===== src/dds_pkg.sv =====
// dds_pkg: constants shared by the synthesis core and its host.
// assumes: both ends compile against this package first.
package dds_pkg;
	localparam int ACC_W = 28;
	localparam int PH_W = 12;
	localparam int DAC_W = 10;
	localparam int WORD_W = 16;
	localparam int HALF_W = 14;
	localparam int CNT_W = 4;
	// serial word address field, top two bits
	localparam logic [1:0] ADDR_CTRL = 2'h0;
	localparam logic [1:0] ADDR_FREQ_A = 2'h1;
	localparam logic [1:0] ADDR_FREQ_B = 2'h2;
	localparam logic [1:0] ADDR_PHASE = 2'h3;
	// control word bit positions
	localparam int CB_FULL = 13;
	localparam int CB_HIGH = 12;
	localparam int CB_FSEL = 11;
	localparam int CB_PSEL = 10;
	localparam int CB_RESET = 8;
	localparam int CB_MODE = 1;
	// phase word: bit 13 picks the offset register
	localparam int PB_SEL = 13;
	// pipeline from control write to converter input
	localparam int PIPE_LEN = 8;
	localparam logic [DAC_W-1:0] DAC_MID = 10'h200;
	// host register map over apb
	localparam logic [7:0] HA_DATA = 8'h00;
	localparam logic [7:0] HA_CMD = 8'h04;
	localparam logic [7:0] HA_STAT = 8'h08;
	localparam logic [7:0] HA_DIV = 8'h0C;
	localparam logic [7:0] DIV_RST = 8'h02;
endpackage : dds_pkg


===== src/dds_if.sv =====
// dds_if: three-wire serial link between host and synthesis core.
// assumes: the host is the only driver of all three wires.
`timescale 1ns/1ps
interface dds_if;
	logic serial_clk;
	logic serial_data_in;
	logic frame_sync_n;
	modport host (output serial_clk, output serial_data_in,
		output frame_sync_n);
	modport core (input serial_clk, input serial_data_in,
		input frame_sync_n);
endinterface : dds_if


===== src/dds_core.sv =====
// dds_core: phase accumulator, phase offset, sine table and serial port.
// assumes: link pins are synchronous to pclk and change slower than it.
//
// Contract
// - 28-bit accumulator adds word, wraps
// - output frequency is word times clock over 2^28
// - frequency word select picks word a or b
// - switching words keeps accumulator intact
// - add selected 12-bit offset to top bits
// - top 12 bits address sine table
// - mode bit d1 bypasses sine table
// - 10-bit sample to converter each cycle
// - each write carries one 16-bit word
// - bits accepted only while frame sync low
// - shift on serial clock falling edges
// - host releases sync after 16th edge
// - each 16 bits is a separate word
// - serial clock high when sync falls
// - host sets reset bit after power-up
// - reset bit clears accumulator, midscale out
// - reset bit spares word and control registers
// - host loads registers before clearing reset
// - first sample eight cycles after reset clears
// - top bits zero means control write
// - control bits sampled on master clock
// - new word reaches output within eight cycles; a frequency word here takes nine, one more for the accumulator
//
// Our own choices: the APB interface to the registers and the register addresses.
`timescale 1ns/1ps
module dds_core
	import dds_pkg::*;
(
	// clock and reset
	input wire logic pclk,
	input wire logic presetn,
	// link
	dds_if.core link,
	// converter input and status
	output logic [dds_pkg::DAC_W-1:0] dac_code,
	output logic held_in_reset
);
	import dds_pkg::*;

	// delay stages after the table: addr, addr2, samp and out make four
	localparam int DLY_N = PIPE_LEN - 4;

	typedef struct packed {
		logic [2:0] sclk_s;
		logic [1:0] fs_s;
		logic [1:0] sd_s;
		logic [WORD_W-1:0] shift;
		logic [CNT_W-1:0] cnt;
		logic word_ok;
		logic [WORD_W-1:0] word;
		logic [WORD_W-1:0] ctrl;
		logic [ACC_W-1:0] fa;
		logic [ACC_W-1:0] fb;
		logic [PH_W-1:0] pa;
		logic [PH_W-1:0] pb;
		logic lsb_pending;
		logic [HALF_W-1:0] lsb_hold;
		logic [ACC_W-1:0] acc;
		logic [PH_W-1:0] addr;
		logic [PH_W-1:0] addr2;
		logic bypass;
		logic bypass2;
		logic hold;
		logic hold2;
		logic [DAC_W-1:0] samp;
		logic [DLY_N-1:0][DAC_W-1:0] dly;
		logic [DAC_W-1:0] out;
	} dc_state_t;

	dc_state_t s_r, s_nxt;

	// quarter-wave-free sine approximation by parabola, midscale offset
	function automatic logic [DAC_W-1:0] dc_sine(input logic [PH_W-1:0] a);
		logic [PH_W-2:0] x;
		logic [2*(PH_W-1)-1:0] p;
		logic [DAC_W-2:0] m;
		x = a[PH_W-2:0];
		p = 22'(x) * 22'(~x);
		m = p[2*(PH_W-1)-1 -: DAC_W-1];
		dc_sine = a[PH_W-1] ? DAC_MID - 10'(m) : DAC_MID + 10'(m);
	endfunction : dc_sine

	// destination field of a serial word
	function automatic logic [1:0] dc_dest(input logic [WORD_W-1:0] w);
		dc_dest = w[WORD_W-1 -: 2];
	endfunction : dc_dest

	logic fall;
	logic [ACC_W-1:0] step;
	logic [PH_W-1:0] offs;
	logic [HALF_W-1:0] lo14;
	logic [ACC_W-1:0] fw;

	always_comb begin
		s_nxt = s_r;
		s_nxt.sclk_s = {s_r.sclk_s[1:0], link.serial_clk};
		s_nxt.fs_s = {s_r.fs_s[0], link.frame_sync_n};
		s_nxt.sd_s = {s_r.sd_s[0], link.serial_data_in};
		s_nxt.word_ok = 1'b0;
		lo14 = '0;
		fw = '0;
		// edge seen on synchronised copies only
		fall = s_r.sclk_s[2] & ~s_r.sclk_s[1];
		if (s_r.fs_s[1]) begin
			s_nxt.cnt = '0;
		end else if (fall) begin
			s_nxt.shift = {s_r.shift[WORD_W-2:0], s_r.sd_s[1]};
			s_nxt.cnt = s_r.cnt + 4'h1;
			if (s_r.cnt == 4'hF) begin
				s_nxt.word_ok = 1'b1;
				s_nxt.word = {s_r.shift[WORD_W-2:0], s_r.sd_s[1]};
			end
		end

		// register update in master clock domain
		if (s_r.word_ok) begin
			lo14 = s_r.word[HALF_W-1:0];
			unique case (dc_dest(s_r.word))
				ADDR_CTRL: s_nxt.ctrl = s_r.word;
				ADDR_FREQ_A, ADDR_FREQ_B: begin
					fw = (dc_dest(s_r.word) == ADDR_FREQ_A) ?
						s_r.fa : s_r.fb;
					if (s_r.ctrl[CB_FULL]) begin
						if (s_r.lsb_pending) begin
							fw = {lo14, s_r.lsb_hold};
							s_nxt.lsb_pending = 1'b0;
						end else begin
							s_nxt.lsb_hold = lo14;
							s_nxt.lsb_pending = 1'b1;
						end
					end else if (s_r.ctrl[CB_HIGH]) begin
						fw[ACC_W-1 -: HALF_W] = lo14;
					end else begin
						fw[HALF_W-1:0] = lo14;
					end
					if (dc_dest(s_r.word) == ADDR_FREQ_A) begin
						s_nxt.fa = fw;
					end else begin
						s_nxt.fb = fw;
					end
				end
				ADDR_PHASE: begin
					if (s_r.word[PB_SEL]) begin
						s_nxt.pb = s_r.word[PH_W-1:0];
					end else begin
						s_nxt.pa = s_r.word[PH_W-1:0];
					end
				end
			endcase
		end

		// word and offset in use
		step = s_r.ctrl[CB_FSEL] ? s_r.fb : s_r.fa;
		offs = s_r.ctrl[CB_PSEL] ? s_r.pb : s_r.pa;

		// accumulator; select change never touches it
		if (s_r.ctrl[CB_RESET]) begin
			s_nxt.acc = '0;
		end else begin
			s_nxt.acc = s_r.acc + step;
		end

		// top bits plus offset, modulo wrap
		s_nxt.addr = s_r.ctrl[CB_RESET] ? '0 :
			s_r.acc[ACC_W-1 -: PH_W] + offs;
		s_nxt.bypass = s_r.ctrl[CB_MODE];
		s_nxt.addr2 = s_r.addr;
		s_nxt.bypass2 = s_r.bypass;

		// reset bit rides along so midscale lines up with the address
		s_nxt.hold = s_r.ctrl[CB_RESET];
		s_nxt.hold2 = s_r.hold;
		if (s_r.hold2) begin
			s_nxt.samp = DAC_MID;
		end else if (s_r.bypass2) begin
			s_nxt.samp = s_r.addr2[PH_W-1 -: DAC_W];
		end else begin
			s_nxt.samp = dc_sine(s_r.addr2);
		end

		// fixed delay: output lands PIPE_LEN cycles after a control or phase update, one cycle more after a frequency update
		s_nxt.dly[0] = s_r.samp;
		for (int i = 1; i < DLY_N; i++) begin
			s_nxt.dly[i] = s_r.dly[i-1];
		end
		s_nxt.out = s_r.dly[DLY_N-1];
	end

	// reset parks the core with the reset bit set, output at midscale
	always_ff @(posedge pclk or negedge presetn) begin
		if (!presetn) begin
			s_r <= '0;
			s_r.sclk_s <= 3'h7;
			s_r.fs_s <= 2'h3;
			s_r.ctrl[CB_RESET] <= 1'b1;
			s_r.hold <= 1'b1;
			s_r.hold2 <= 1'b1;
			s_r.out <= DAC_MID;
			s_r.samp <= DAC_MID;
			s_r.dly <= {DLY_N{DAC_MID}};
		end else begin
			s_r <= s_nxt;
		end
	end

	assign dac_code = s_r.out;
	assign held_in_reset = s_r.ctrl[CB_RESET];
endmodule : dds_core


===== src/flat_wrapper.sv =====
// flat-port wrapper written by rule: the top's interface ports become plain ports
module dds_core_flat import dds_pkg::*;
  (pclk, presetn, dac_code, held_in_reset, link_serial_clk, link_serial_data_in, link_frame_sync_n);
  dds_if link_i ();
  input wire logic pclk;
  input wire logic presetn;
  output logic [dds_pkg::DAC_W-1:0] dac_code;
  output logic held_in_reset;
  input wire logic [$bits(link_i.serial_clk)-1:0] link_serial_clk;
  input wire logic [$bits(link_i.serial_data_in)-1:0] link_serial_data_in;
  input wire logic [$bits(link_i.frame_sync_n)-1:0] link_frame_sync_n;
  assign link_i.serial_clk = link_serial_clk;
  assign link_i.serial_data_in = link_serial_data_in;
  assign link_i.frame_sync_n = link_frame_sync_n;
  dds_core u_core (.pclk(pclk), .presetn(presetn), .link(link_i), .dac_code(dac_code), .held_in_reset(held_in_reset));
endmodule

===== config.mk =====
export PLATFORM = sky130hd
export DESIGN_NAME = dds_core_flat
export DESIGN_NICKNAME = d
export VERILOG_FILES = /design/src/dds_pkg.sv /design/src/dds_if.sv /design/src/dds_core.sv /design/src/flat_wrapper.sv
export SDC_FILE = /design/constraint.sdc
export NUM_CORES = 1
export LEC_CHECK = 0
export BUFFER_PORTS_ARGS = -buffer_cell sky130_fd_sc_hd__buf_2
export CAP_MARGIN = 10
export CORE_UTILIZATION = 58
export DETAILED_ROUTE_END_ITERATION = 10
export PLACE_DENSITY = 0.89
export SLEW_MARGIN = 20
export SYNTH_ARGS = -nofsm -noshare
export SYNTH_HDL_FRONTEND = slang
export SYNTH_SLANG_ARGS = --single-unit

===== constraint.sdc =====
create_clock -name pclk -period 6.65 [get_ports pclk]
set_input_delay 1.6625 -clock pclk [delete_from_list [all_inputs] [get_ports pclk]]
set_output_delay 1.6625 -clock pclk [all_outputs]
set_load 0.1 [all_outputs]

==> results of run 1 <==
[timing repair]
action                                  CTS  global route
endpoints found under the setup margin    0             8
resized for setup                         0             3
buffers inserted                          0             4
[flip-flops by register name, indices dropped and copies added, names as in the netlist]
signal,count
u_core.dac_code,10
u_core.held_in_reset,1
u_core.s_nxt,69
u_core.s_r,180
[critical path, stage by stage, from the launching register on]
cell       delay (ns)
dfrtp_1          0.66
inv_1            0.15
buf_4            0.22
nor2_1           0.15
fa_1             0.46
fa_1             0.52
fa_1             0.52
fa_1             0.54
inv_1            0.06
fa_1             0.53
inv_1            0.04
ha_1             0.32
o2111ai_1        0.11
nor2_1           0.09
a211oi_1         0.37
xor2_1           0.35
ha_1             0.31
inv_1            0.07
o31ai_2          0.26
xor2_1           0.17
nor2_1           0.06
a211oi_2         0.21
[worst min-delay path by stage]
stage                                     to  slack, ns        startpoint  depth (start not counted)
final                       u_core.s_nxt[38]       0.35  u_core.s_nxt[28]                          0
after global routing        u_core.s_nxt[40]       0.35  u_core.s_nxt[30]                          0
after CTS                   u_core.s_nxt[47]       0.35  u_core.s_nxt[37]                          0
after detailed placement    u_core.s_nxt[24]       0.33  u_core.s_nxt[14]                          0
after global placement      u_core.s_nxt[47]       0.33  u_core.s_nxt[37]                          0
after floorplan           u_core.dac_code[0]       0.33   u_core.s_nxt[0]                          0
[cell families after synthesis]
| logic type | after synthesis |
|---|---|
| adders and majority gates | 214 |
| and+or+nand+nor | 308 |
| xor gates and xnor gates | 59 |
| DFF | 260 |
| AOI/OAI and AO/OA | 275 |
| muxes | 116 |
| buffers and inverters | 209 |
[per-layer routing]
layer | vias up | part of all wire [%] | track usage (%)
li1 | 4810 | - | -
met1 | 5412 | 38 | 30.6
met2 | 447 | 50 | 45.4
met3 | 150 | 5.8 | 3.92
met4 | 0 | 6.0 | 14.4
met5 | - | 0 | 0
[power groups by stage]
| stage | combinational, mW | sequential, mW | clock (mW) |
|---|---|---|---|
| 6_report | 0.0585 | 1.63 | 1.57 |
| 5_1_grt | 0.0683 | 1.63 | 1.66 |
| 4_1_cts | 0.0615 | 1.63 | 1.60 |
| 3_5_place_dp | 0.0613 | 1.65 | 0 |
| 3_3_place_gp | 0.0593 | 1.65 | 0 |
| 2_1_floorplan | 0.0245 | 1.65 | 0 |
[final cells by class]
cell class              instances  area (um^2)
fillers                      1886         9280
multi-input cells             972         8390
flip-flops and latches        260         6530
clock buffers                  36          708
inverters                     147          556
well taps                     335          419
repair buffers                 36          255
clock inverters                12          215
[metrics by stage]
stage,worst slack [ns],cells,instance area [um^2],utilization (%)
6_report,0.399,1798,17100,64.8
5_1_grt,0.00973,1798,17100,64.8
4_1_cts,0.201,1794,17000,64.6
3_5_place_dp,0.254,1746,16100,61.1
3_3_place_gp,0.439,1746,16100,61.1
2_1_floorplan,0.457,1441,15700,-
[cell usage in the layout, fill, tap and decap left out, drive strengths merged, types with 3 or more instances in the layout]
cell type  instances
a211oi            11
a21o              23
a21oi             97
a31oi              5
a41oi              4
and2              10
and3               3
buf               36
bufinv             5
clkbuf            36
clkinv            10
clkinvlp           3
dfrtp            246
dfstp             14
fa               108
ha               106
inv              141
mux2             111
mux2i              5
nand2             70
nand2b             8
nand3              8
nand4              3
nor2             179
nor2b             10
nor3               6
o211ai             8
o21a               8
o21ai             50
o21bai             3
o22a              15
o22ai             31
o31ai              5
or2                4
xnor2             33
xor2              26
[Yosys cell counts (9+ instances only)]
master | n | area share [%]
o21ai_0 | 44 | 1.4
xor2_1 | 26 | 1.4
o22ai_1 | 30 | 1.2
ha_1 | 106 | 8.4
xnor2_1 | 33 | 1.8
nand2_1 | 69 | 1.6
inv_1 | 141 | 3.4
dfrtp_1 | 246 | 39
clkbuf_1 | 39 | 0.93
fa_1 | 108 | 14
nor2_1 | 178 | 4.2
buf_1 | 9 | 0.21
nor2b_1 | 10 | 0.40
buf_4 | 10 | 0.48
dfstp_2 | 14 | 2.3
o22a_1 | 15 | 0.83
a21o_1 | 23 | 1.1
mux2_2 | 111 | 7.9
a211oi_1 | 9 | 0.43
a21oi_1 | 97 | 3.1
==> summary.md, run 1 <==
| Metric | Value |
|---|---|
| CTS Hold Bufs | 0 |
| Worst-Skew Late Latency | 0.55 ns |
| Longest Clk Path Bufs | 3 |
| Worst hold margin | 0.347 ns |
| Final setup vio count | 0 |
| Post-synth ARST share | 100% |
| Root Buffer Master | clkbuf_16 |
| Num CTS Buffers | 26 |
| Vias | 10,800 |
| Hold violation total from the final report | 0 |
| Design Power | 3.26 mW |
| DIE AREA | 27,800 um^2 |
| WL final | 34,500 um |
| Post-route clock period utilization | 94.0% |
| Num ports | 16 |
| TNS Setup | 0 ns |
| Worst IR Drop VDD | 0.252 mV |
| CP startpoint kind | register |
| Status | complete, no violations |
| Total global routing overflow | 0 |
| Top_reg_cell synth | dfrtp_1 |
| Routed len/inst | 19.2 um |
| Yosys Warn Count | 0 |
| Post-Synth XOR/XNOR Area | 3.28% |
| Pre-Repair DR Iteration Count | 6 |
| Post-Route Skew | 0.0157 ns |
| Sw Ratio | 21.0% |
| Final Max Tran Viols | 0 |
| Avg Vias per Cell | 6.02 |
| Layout cells sized above 1 | 15.4% |
| Net Sw Power | 0.684 mW |
| Post-Synth Adder-Cell Area | 22.2% |
| Routability cong. | 0.886 |
| Critical path origin | u_core.s_r[74] |
| Largest net degree at the start of global routing | 148 |
| Die height | 167 um |
| Fmax | 0.160 GHz |
| CP Capture Type | register |
| Antenna Cells | 0 |
| Seq/Total Area, Yosys | 41.4% |
| Max-Cap Viols | 0 |
| Crit path to | u_core.s_nxt[16] |
| Final Critical Period | 6.25 ns |
| Final nets | 1,662 |
| H-tree level count | 1 |
| Mapped Nets | 1,660 |
| Row count | 59 |
| CP Max Fanout | 12 |
| Port bufs | 15 |
| Internal Power | 2.57 mW |
| Register share of total power | 49.9% |
| Largest family of logic cells by synthesized area | adder cells |
| Crit path DAT | 6.72 ns |
| R2R cell count | 21 |
| Clock-pin slew on the worst setup and hold paths | 0.07 ns |
| DP Wirelength | 23,900 um |
| Clock share of power | 48.3% |
| Crit Reg-Reg Startpoint | u_core.s_r[74] |
| Seq cells post-synth | 260 |
| Synthesized area per cell | 10.9 um^2 |
| Vias in the first global route | 11,500 |
| CP Class | reg2reg |
| Unrepaired setup endpoints after global routing | no |
| Max-slew headroom | 38.2% |
| Comb pwr share | 1.8% |
| Mapped Cells | 1,441 |
| Die Wd | 167 um |
| Initial antenna violation count | 0 |
| Global-route wire length before repair | 57,500 um |
| Pwr/cell area | 191 nW/um^2 |
| Yosys cell types | 64 |
| Gr usage total | 25.9% |
| FF-to-FF setup slack | 0.40 ns |
| Iter 0 DRT Violations | 858 |
| Worst Path Required | 7.11 ns |
| Post-synthesis compound-gate area fraction | 11.3% |
| Remaining DRCs | 0 |
| EDFF count, synth | 0 |
| Synth-to-Final Area Change | 8.45% |
| Initial Util | 59.7% |
| Hold Crit Class | reg2reg |
| Synthesized area | 15,700 um^2 |
| Core area | 26,400 um^2 |
| Clk sink count | 260 |
| R2r endpoint | u_core.s_nxt[16] |
| Multiplexer area fraction after synthesis | 8.26% |
| CTS tree | done |
| Tightest Pin Transition | 0.927 ns |
| Post-DRT Antenna Nets | 0 |
| Pleak | 9.05 nW |
| Simple-gate share of the synthesized area | 8.27% |
Note: power is estimated with default switching activity, not from simulation.
==> run 2: changes to the inputs <==
--- a/config.mk
+++ b/config.mk
@@ -5,6 +5,7 @@
 export SDC_FILE = /design/constraint.sdc
 export NUM_CORES = 1
 export LEC_CHECK = 0
+export ABC_AREA = 1
 export BUFFER_PORTS_ARGS = -buffer_cell sky130_fd_sc_hd__buf_2
 export CAP_MARGIN = 10
 export CORE_UTILIZATION = 58
==> run 2 against run 1 <==
Effect of this change:
- sequential power about the same
- die area increased by 6.2%
- clock skew increased by 0.0010 ns
- synthesized cell count increased by 38%
- first-iteration DRC count increased by 60%
- setup slack improved by 0.46 ns
==> summary.md, run 2 <==
| Metric | Value |
|---|---|
| TNS Setup | 0 ns (unchanged) |
| Largest net degree at the start of global routing | 138 (-6.8%) |
| Port bufs | 15 (unchanged) |
| Total global routing overflow | 0 (unchanged) |
| Clock-pin slew on the worst setup and hold paths | 0.06 ns (about the same) |
| Num CTS Buffers | 24 (-7.7%) |
| Grt met3 use | 6.99% (+3.1 points) |
| Initial antenna violation count | 0 (unchanged) |
| Max incr delay on CP | 0.61 ns (-0.05 ns) |
| Final nets | 2,197 (+32%) |
| Routed len/inst | 17.2 um (-10%) |
| Pleak | 9.51 nW (+5.2%) |
| Global-route wire length before repair | 65,500 um (+14%) |
| CP Buf/Inv Count | 6 (+1) |
| CP Max Fanout | 14 (+2) |
| Pwr/cell area | 172 nW/um^2 (-10%) |
| Iter 0 DRT Violations | 1,369 (+60%) |
| Root Buffer Master | clkbuf_16 |
| Routability cong. | 0.941 (+6.2%) |
| Most flops, register | u_core.s_r |
| CTS tree | done |
| Critical-path top delay cell | fa_1 |
| Clk sink count | 260 (unchanged) |
| CP Class | reg2reg |
| Final setup vio count | 0 (unchanged) |
| Mapped Nets | 2,211 (+33%) |
| Filler instances | 2,207 (+17%) |
| Post-synth ARST share | 100% (unchanged) |
| Top_reg_cell synth | dfrtp_1 |
| Unrepaired setup endpoints after global routing | no |
| Commonest non-fill, non-tap cells in the layout | nand2_1 (513), inv_1 (296), dfrtp_1 (246), o21ai_0 (217), nor2_1 (131) |
| Post-Route Skew | 0.0167 ns (+0.000997 ns) |
| Fmax | 0.173 GHz (+7.9%) |
| Hold violation total from the final report | 0 (unchanged) |
| Crit path DAT | 6.19 ns (-0.53 ns) |
| Initial Util | 59.5% (-0.18 points) |
| Postcts setup bufs | 0 (unchanged) |
| Longest Clk Path Bufs | 3 (unchanged) |
| Post-DRT Antenna Nets | 0 (unchanged) |
| Layout cells sized above 1 | 6.61% (-8.8 points) |
| Die height | 172 um (+3.0%) |
| CTS Hold Bufs | 0 (unchanged) |
| Final setup margin | 0.855 ns (+0.456 ns) |
| Worst IR Drop VDD | 0.266 mV (+5.6%) |
| Tightest Pin Transition | 0.922 ns (-0.00554 ns) |
| Seq/Total Area, Yosys | 39.0% (-2.4 points) |
| Max-slew headroom | 38.2% (about the same) |
| Pre-Repair DR Iteration Count | 8 (+2) |
| Register area | 6520 um^2 (about the same) |
| Num ports | 16 (unchanged) |
| Avg Vias per Cell | 5.64 (-6.3%) |
| Remaining DRCs | 0 (unchanged) |
| WL final | 40,800 um (+18%) |
| Yosys Warn Count | 0 (unchanged) |
| GR Util met2 | 44.8% (-0.56 points) |
| Synth top area cells | dfrtp_1 (37%), fa_1 (13%), nand2_1 (12%) |
| Hold Crit Class | reg2reg |
| GR Layer Usage met1 | 39.5% (+8.9 points) |
| CP startpoint kind | register |
| Core area | 28,100 um^2 (+6.6%) |
| Mapped Cells | 1,992 (+38%) |
| Cell taking the most area after synthesis | dfrtp_1 |
| Final instance area | 18,000 um^2 (+5.2%) |
| Grt peak-use layer | met2 |
| Final Max Tran Viols | 0 (unchanged) |
| Vias in the first global route | 13,000 (+13%) |
| Post-route clock period utilization | 87.1% (-6.9 points) |
| DP Area | 17,100 um^2 (+6.1%) |
| Yosys cell types | 48 (-25%) |
| Post-CTS resize count | 0 (unchanged) |
| CP most frequent cell | fa_1 |
| Final Critical Period | 5.79 ns (-0.456 ns) |
| EDFF count, synth | 0 (unchanged) |
| Gr usage total | 28.7% (+2.8 points) |
| Post-synth top area share | 36.8% (-2.3 points) |
| Max-Cap Viols | 0 (unchanged) |
| H-tree level count | 1 (unchanged) |
| Vias | 13,400 (+24%) |
| Row count | 61 (+3.4%) |
| Status | complete, no violations |
| DP Wirelength | 29,400 um (+23%) |
| CP top delay family | adder cells |
| Synthesized area | 16,700 um^2 (+6.2%) |
| Worst Path Required | 7.05 ns (-0.06 ns) |
| Antenna Cells | 0 (unchanged) |
| Most common cell after layout, fill and taps aside | nand2_1 |
| CP Capture Type | register |
| Most numerous cell in the Yosys netlist | nand2_1 |
| Worst-Skew Late Latency | 0.52 ns (-0.03 ns) |
| Most instantiated cells after synthesis | nand2_1 (513), inv_1 (296), dfrtp_1 (246) |
| Crit path cell chain | buf_4 > clkinv_1 > nand2_1 > fa_1 > fa_1 > fa_1 > inv_1 > fa_1 > inv_1 > fa_1 > inv_1 > ha_1 > nand2_1 > nor2_1 > nand3_1 > nand4_1 > nand2_1 > inv_1 > ha_1 > nand3_2 > nand2_1 > o21ai_0 > a21oi_1 > nor2_1 |
| Multi-input gate area | 8740 um^2 (+4.2%) |
| Pre-CTS WS | 0.959 ns (+0.705 ns) |
| Max reg flops | 180 (unchanged) |
| Seq cells post-synth | 260 (unchanged) |
| Die Wd | 172 um (+3.0%) |
| DIE AREA | 29,500 um^2 (+6.2%) |
| Synth-to-Final Area Change | 7.36% |
| Synthesized area per cell | 8.40 um^2 (-23%) |
## run 2: cell count changes after synthesis, sizes merged, moves of 11 or more
| cell | before | now |
|---|---|---|
| inv | 142 | 301 |
| o22a | 15 | 0 |
| xnor2 | 33 | 9 |
| o22ai | 31 | 15 |
| a21o | 23 | 3 |
| o21ai | 50 | 219 |
| nand2 | 70 | 526 |
| clkbuf | 40 | 54 |
| a211oi | 11 | 0 |
| nand3 | 8 | 50 |
| nor2 | 179 | 138 |
| mux2 | 111 | 11 |
| xor2 | 26 | 9 |
## run 2: worst paths after layout
kind,startpoint,slack [ns],cells after the start,to
min in group asynchronous,presetn,1.04,1,u_core.dac_code[5]
worst min register to register,u_core.s_nxt[30],0.35,0,u_core.s_nxt[40]
max in group asynchronous,presetn,4.59,2,u_core.s_r[209]
worst max-delay path,u_core.s_r[71],0.86,24,u_core.s_nxt[14]
worst min-delay path,u_core.s_nxt[30],0.35,0,u_core.s_nxt[40]
worst max register to register,u_core.s_r[71],0.86,24,u_core.s_nxt[14]
## run 2: power by group
group          total (mW)  switching, mW  leakage [nW]  internal (mW)
combinational      0.0534         0.0430          5.54         0.0104
clock                1.43          0.586         0.400          0.841
sequential           1.61        0.00813          3.57           1.60
## run 2: layout make-up
cell class              count  share of cell area [%]
multi-input cells        1353                    48.7
well taps                 378                    2.63
flip-flops and latches    260                    36.3
inverters                 307                    6.42
clock buffers              35                    3.86
repair buffers             32                    1.37
clock inverters             9                   0.683
## run 2: through the flow
stage	total power [mW]	cells	util (%)	hold WS [ns]
global placement	1.68	2329	60.9	0.332
CTS	3.10	2373	63.8	0.349
detailed placement	1.69	2329	60.9	0.335
global route	3.17	2374	63.9	0.353
finish	3.09	2374	63.9	0.348
floorplan	1.65	1992	-	0.331
## run 2: kinds of logic after synthesis
logic type | after synthesis | synth area share [%]
buffers and inverters | 379 | 8.81
adder cells (fa/ha/maj) | 214 | 20.9
AND/OR/NAND/NOR | 747 | 18.0
flip-flops | 260 | 39.0
multiplexers | 13 | 0.860
AO/OA/AOI/OAI | 361 | 11.5
XOR/XNOR | 18 | 0.943
## run 2: layer usage
| layer | vias up | share of wire, % |
|---|---|---|
| met5 | - | 0 |
| met4 | 0 | 2.8 |
| met3 | 95 | 9.6 |
| met2 | 659 | 46 |
| met1 | 6409 | 42 |
| li1 | 6227 | - |
## run 2: worst register-to-register path, cell delays in order (launching register included)
cell      delay (ns)
dfrtp_1         0.34
buf_4           0.23
clkinv_1        0.33
nand2_1         0.18
fa_1            0.45
fa_1            0.49
fa_1            0.49
inv_1           0.06
fa_1            0.54
inv_1           0.07
fa_1            0.61
inv_1           0.07
ha_1            0.32
nand2_1         0.13
nor2_1          0.18
nand3_1         0.12
nand4_1         0.11
nand2_1         0.13
inv_1           0.09
ha_1            0.19
nand3_2         0.11
nand2_1         0.11
o21ai_0         0.08
a21oi_1         0.19
nor2_1          0.06
==> run 3: changes to the inputs <==
--- a/config.mk
+++ b/config.mk
@@ -11,6 +11,7 @@
 export CORE_UTILIZATION = 58
 export DETAILED_ROUTE_END_ITERATION = 10
 export PLACE_DENSITY = 0.89
+export REMOVE_ABC_BUFFERS = 1
 export SLEW_MARGIN = 20
 export SYNTH_ARGS = -nofsm -noshare
 export SYNTH_HDL_FRONTEND = slang
==> run 3 against run 2 <==
Effect of this change:
- sequential share of layout area is 0.14 points lower
- utilization is 0.24 points higher
- worst hold slack worse by 0.0014 ns
- final area is 0.38% higher
- global-route usage is 0.49 points higher
- critical endpoint is now u_core.s_nxt[12]
- largest power group unchanged
==> summary.md, run 3 (synthesized netlist as in run 2, its figures left out) <==
| Metric | Value |
|---|---|
| Status | complete, no violations |
| Crit path DAT | 6.65 ns (+0.46 ns) |
| Final instance area | 18,000 um^2 (+0.38%) |
| Global-route wire length before repair | 68,000 um (+3.8%) |
| Most common cell after layout, fill and taps aside | nand2_1 |
| CP startpoint kind | register |
| Internal Power | 2.59 mW (+5.8%) |
| Initial antenna violation count | 0 (unchanged) |
| Initial Util | 59.5% (unchanged) |
| DP Wirelength | 28,700 um (-2.6%) |
| Routability cong. | 0.931 (-1.1%) |
| Core area | 28,100 um^2 (unchanged) |
| Post-route clock period utilization | 93.9% (+6.7 points) |
| Worst IR Drop VDD | 0.192 mV (-28%) |
| Hold Crit Class | reg2reg |
| Total global routing overflow | 0 (unchanged) |
| Row count | 61 (unchanged) |
| Port bufs | 15 (unchanged) |
| CP Capture Type | register |
| Num ports | 16 (unchanged) |
| Avg Vias per Cell | 5.72 (+1.4%) |
| Final Max Tran Viols | 0 (unchanged) |
| TNS Setup | 0 ns (unchanged) |
| Critical-path top delay cell | dfrtp_1 |
| Layout cells sized above 1 | 6.72% (+0.10 points) |
| Antenna Cells | 0 (unchanged) |
| Comb pwr share | 1.5% (-0.2 points) |
| Gr usage total | 29.2% (+0.49 points) |
| Final Critical Period | 6.24 ns (+0.449 ns) |
| Hold violation total from the final report | 0 (unchanged) |
| Worst Path Required | 7.05 ns (about the same) |
| Final nets | 2,195 (-0.091%) |
| Vias | 13,600 (+1.4%) |
| Filler instances | 2,251 (+2.0%) |
| Num CTS Buffers | 25 (+4.2%) |
| Synth-to-Final Area Change | 7.77% |
| Routed len/inst | 17.1 um (-0.51%) |
| H-tree level count | 1 (unchanged) |
| Vias in the first global route | 13,900 (+6.6%) |
| Post-DRT Antenna Nets | 0 (unchanged) |
| Fmax | 0.160 GHz (-7.2%) |
| Root Buffer Master | clkbuf_16 |
| Longest Clk Path Bufs | 3 (unchanged) |
| Max-Cap Viols | 0 (unchanged) |
| Unrepaired setup endpoints after global routing | no |
| Pwr/cell area | 181 nW/um^2 (+5.2%) |
| Final setup vio count | 0 (unchanged) |
| CP Buf/Inv Count | 6 (unchanged) |
| Die Wd | 172 um (unchanged) |
| Iter 0 DRT Violations | 1,472 (+7.5%) |
| Pleak | 9.55 nW (+0.36%) |
| Worst-Skew Late Latency | 0.53 ns (about the same) |
| Remaining DRCs | 0 (unchanged) |
| Most flops, register | u_core.s_r |
| Max reg flops | 180 (unchanged) |
| CP top delay family | adder cells |
| DP Area | 17,100 um^2 (-0.10%) |
| DIE AREA | 29,500 um^2 (unchanged) |
| Clk sink count | 260 (unchanged) |
| CP Class | reg2reg |
| Register share of total power | 49.3% (-2.7 points) |
| CTS Hold Bufs | 0 (unchanged) |
| Max incr delay on CP | 0.82 ns (+0.21 ns) |
| WL final | 40,600 um (-0.56%) |
| Pre-Repair DR Iteration Count | 7 (-1) |
| Clock-pin slew on the worst setup and hold paths | 0.07 ns (about the same) |
| Tightest Pin Transition | 0.923 ns (+0.00170 ns) |
| Net Sw Power | 0.667 mW (+4.7%) |
| CTS tree | done |
| Commonest non-fill, non-tap cells in the layout | nand2_1 (513), inv_1 (296), dfrtp_1 (246), o21ai_0 (217), nor2_1 (132) |
| Design Power | 3.26 mW (+5.6%) |
| Crit path cell chain | clkinvlp_4 > nand2_1 > fa_1 > inv_1 > fa_1 > fa_1 > fa_1 > inv_1 > fa_1 > inv_1 > ha_1 > nand2_2 > nor2_1 > nand3_1 > nand3_1 > nand2_1 > nand2_1 > inv_1 > ha_1 > nor2_1 > xnor2_1 > o21ai_0 > inv_1 |
| Max-slew headroom | 38.1% (-0.11 points) |
| Clock share of power | 49.2% (+3.0 points) |
| Post-Route Skew | 0.00921 ns (-0.00751 ns) |
| Sw Ratio | 20.5% (-0.17 points) |
| Largest net degree at the start of global routing | 152 (+10%) |
| Die height | 172 um (unchanged) |
| CP Max Fanout | 15 (+1) |
## run 3: cell count changes in the layout (fill, tap and decap cells not counted), moves of 2 or more
cell | previous run | this run
bufinv_16 | 3 | 6
clkbuf_1 | 7 | 4
buf_4 | 15 | 13
clkbuf_8 | 3 | 5
clkinv_2 | 5 | 3
inv_6 | 0 | 2
## run 3: metal layers
layer,part of all wire [%],wire length (um),vias up,track usage (%)
met4,3.1,1250,0,9.20
li1,-,-,6219,-
met3,8.9,3610,123,5.48
met2,48,19500,668,48.4
met5,0,0,-,0
met1,40,16200,6566,38.8
## run 3: power by group through the flow
stage	Clock, mW	Combinational [mW]	Sequential, mW
2_1_floorplan	0	0.0136	1.63
3_3_place_gp	0	0.0499	1.63
3_5_place_dp	0	0.0516	1.63
4_1_cts	1.61	0.0522	1.61
5_1_grt	1.68	0.0607	1.61
6_report	1.60	0.0504	1.61
## run 3: final cells by class
class / instances / area [um^2] / area share, %
clock buffers: 34 / 709 / 3.94
clock inverters: 12 / 221 / 1.23
inverters: 307 / 1160 / 6.41
multi-input cells: 1353 / 8740 / 48.5
flip-flops and latches: 260 / 6520 / 36.2
well taps: 378 / 473 / 2.62
repair buffers: 29 / 203 / 1.12
## run 3: through the flow
step	setup WS [ns]	hold slack, ns	util, %	cells
floorplan	0.962	0.331	-	1920
global placement	0.703	0.332	60.8	2327
detailed placement	0.579	0.335	60.8	2327
CTS	0.514	0.346	64.1	2373
global route	0.0298	0.352	64.2	2373
finish	0.407	0.347	64.2	2373
## run 3: final timing paths
| path | from | end | slack [ns] | cells past startpoint |
|---|---|---|---|---|
| min in group asynchronous | presetn | u_core.s_nxt[1] | 1.14 | 1 |
| min | u_core.s_nxt[71] | u_core.s_r[71] | 0.35 | 0 |
| max | u_core.s_r[69] | u_core.s_nxt[12] | 0.41 | 23 |
| min reg2reg | u_core.s_nxt[71] | u_core.s_r[71] | 0.35 | 0 |
| max reg2reg | u_core.s_r[69] | u_core.s_nxt[12] | 0.41 | 23 |
| max in group asynchronous | presetn | u_core.s_r[159] | 4.20 | 2 |
## run 3: worst reg2reg max path: stages (launching register included)
cell and delay (ns):
dfrtp_1 0.82, clkinvlp_4 0.50, nand2_1 0.20, fa_1 0.43
inv_1 0.08, fa_1 0.44, fa_1 0.52, fa_1 0.54
inv_1 0.06, fa_1 0.53, inv_1 0.04, ha_1 0.33
nand2_2 0.10, nor2_1 0.19, nand3_1 0.12, nand3_1 0.10
nand2_1 0.05, nand2_1 0.17, inv_1 0.08, ha_1 0.21
nor2_1 0.14, xnor2_1 0.10, o21ai_0 0.31, inv_1 0.07
## run 3: timing repair
action	4_1_cts	5_1_grt
buffers inserted	0	0
gates resized for setup	0	1
setup endpoints to repair	0	2
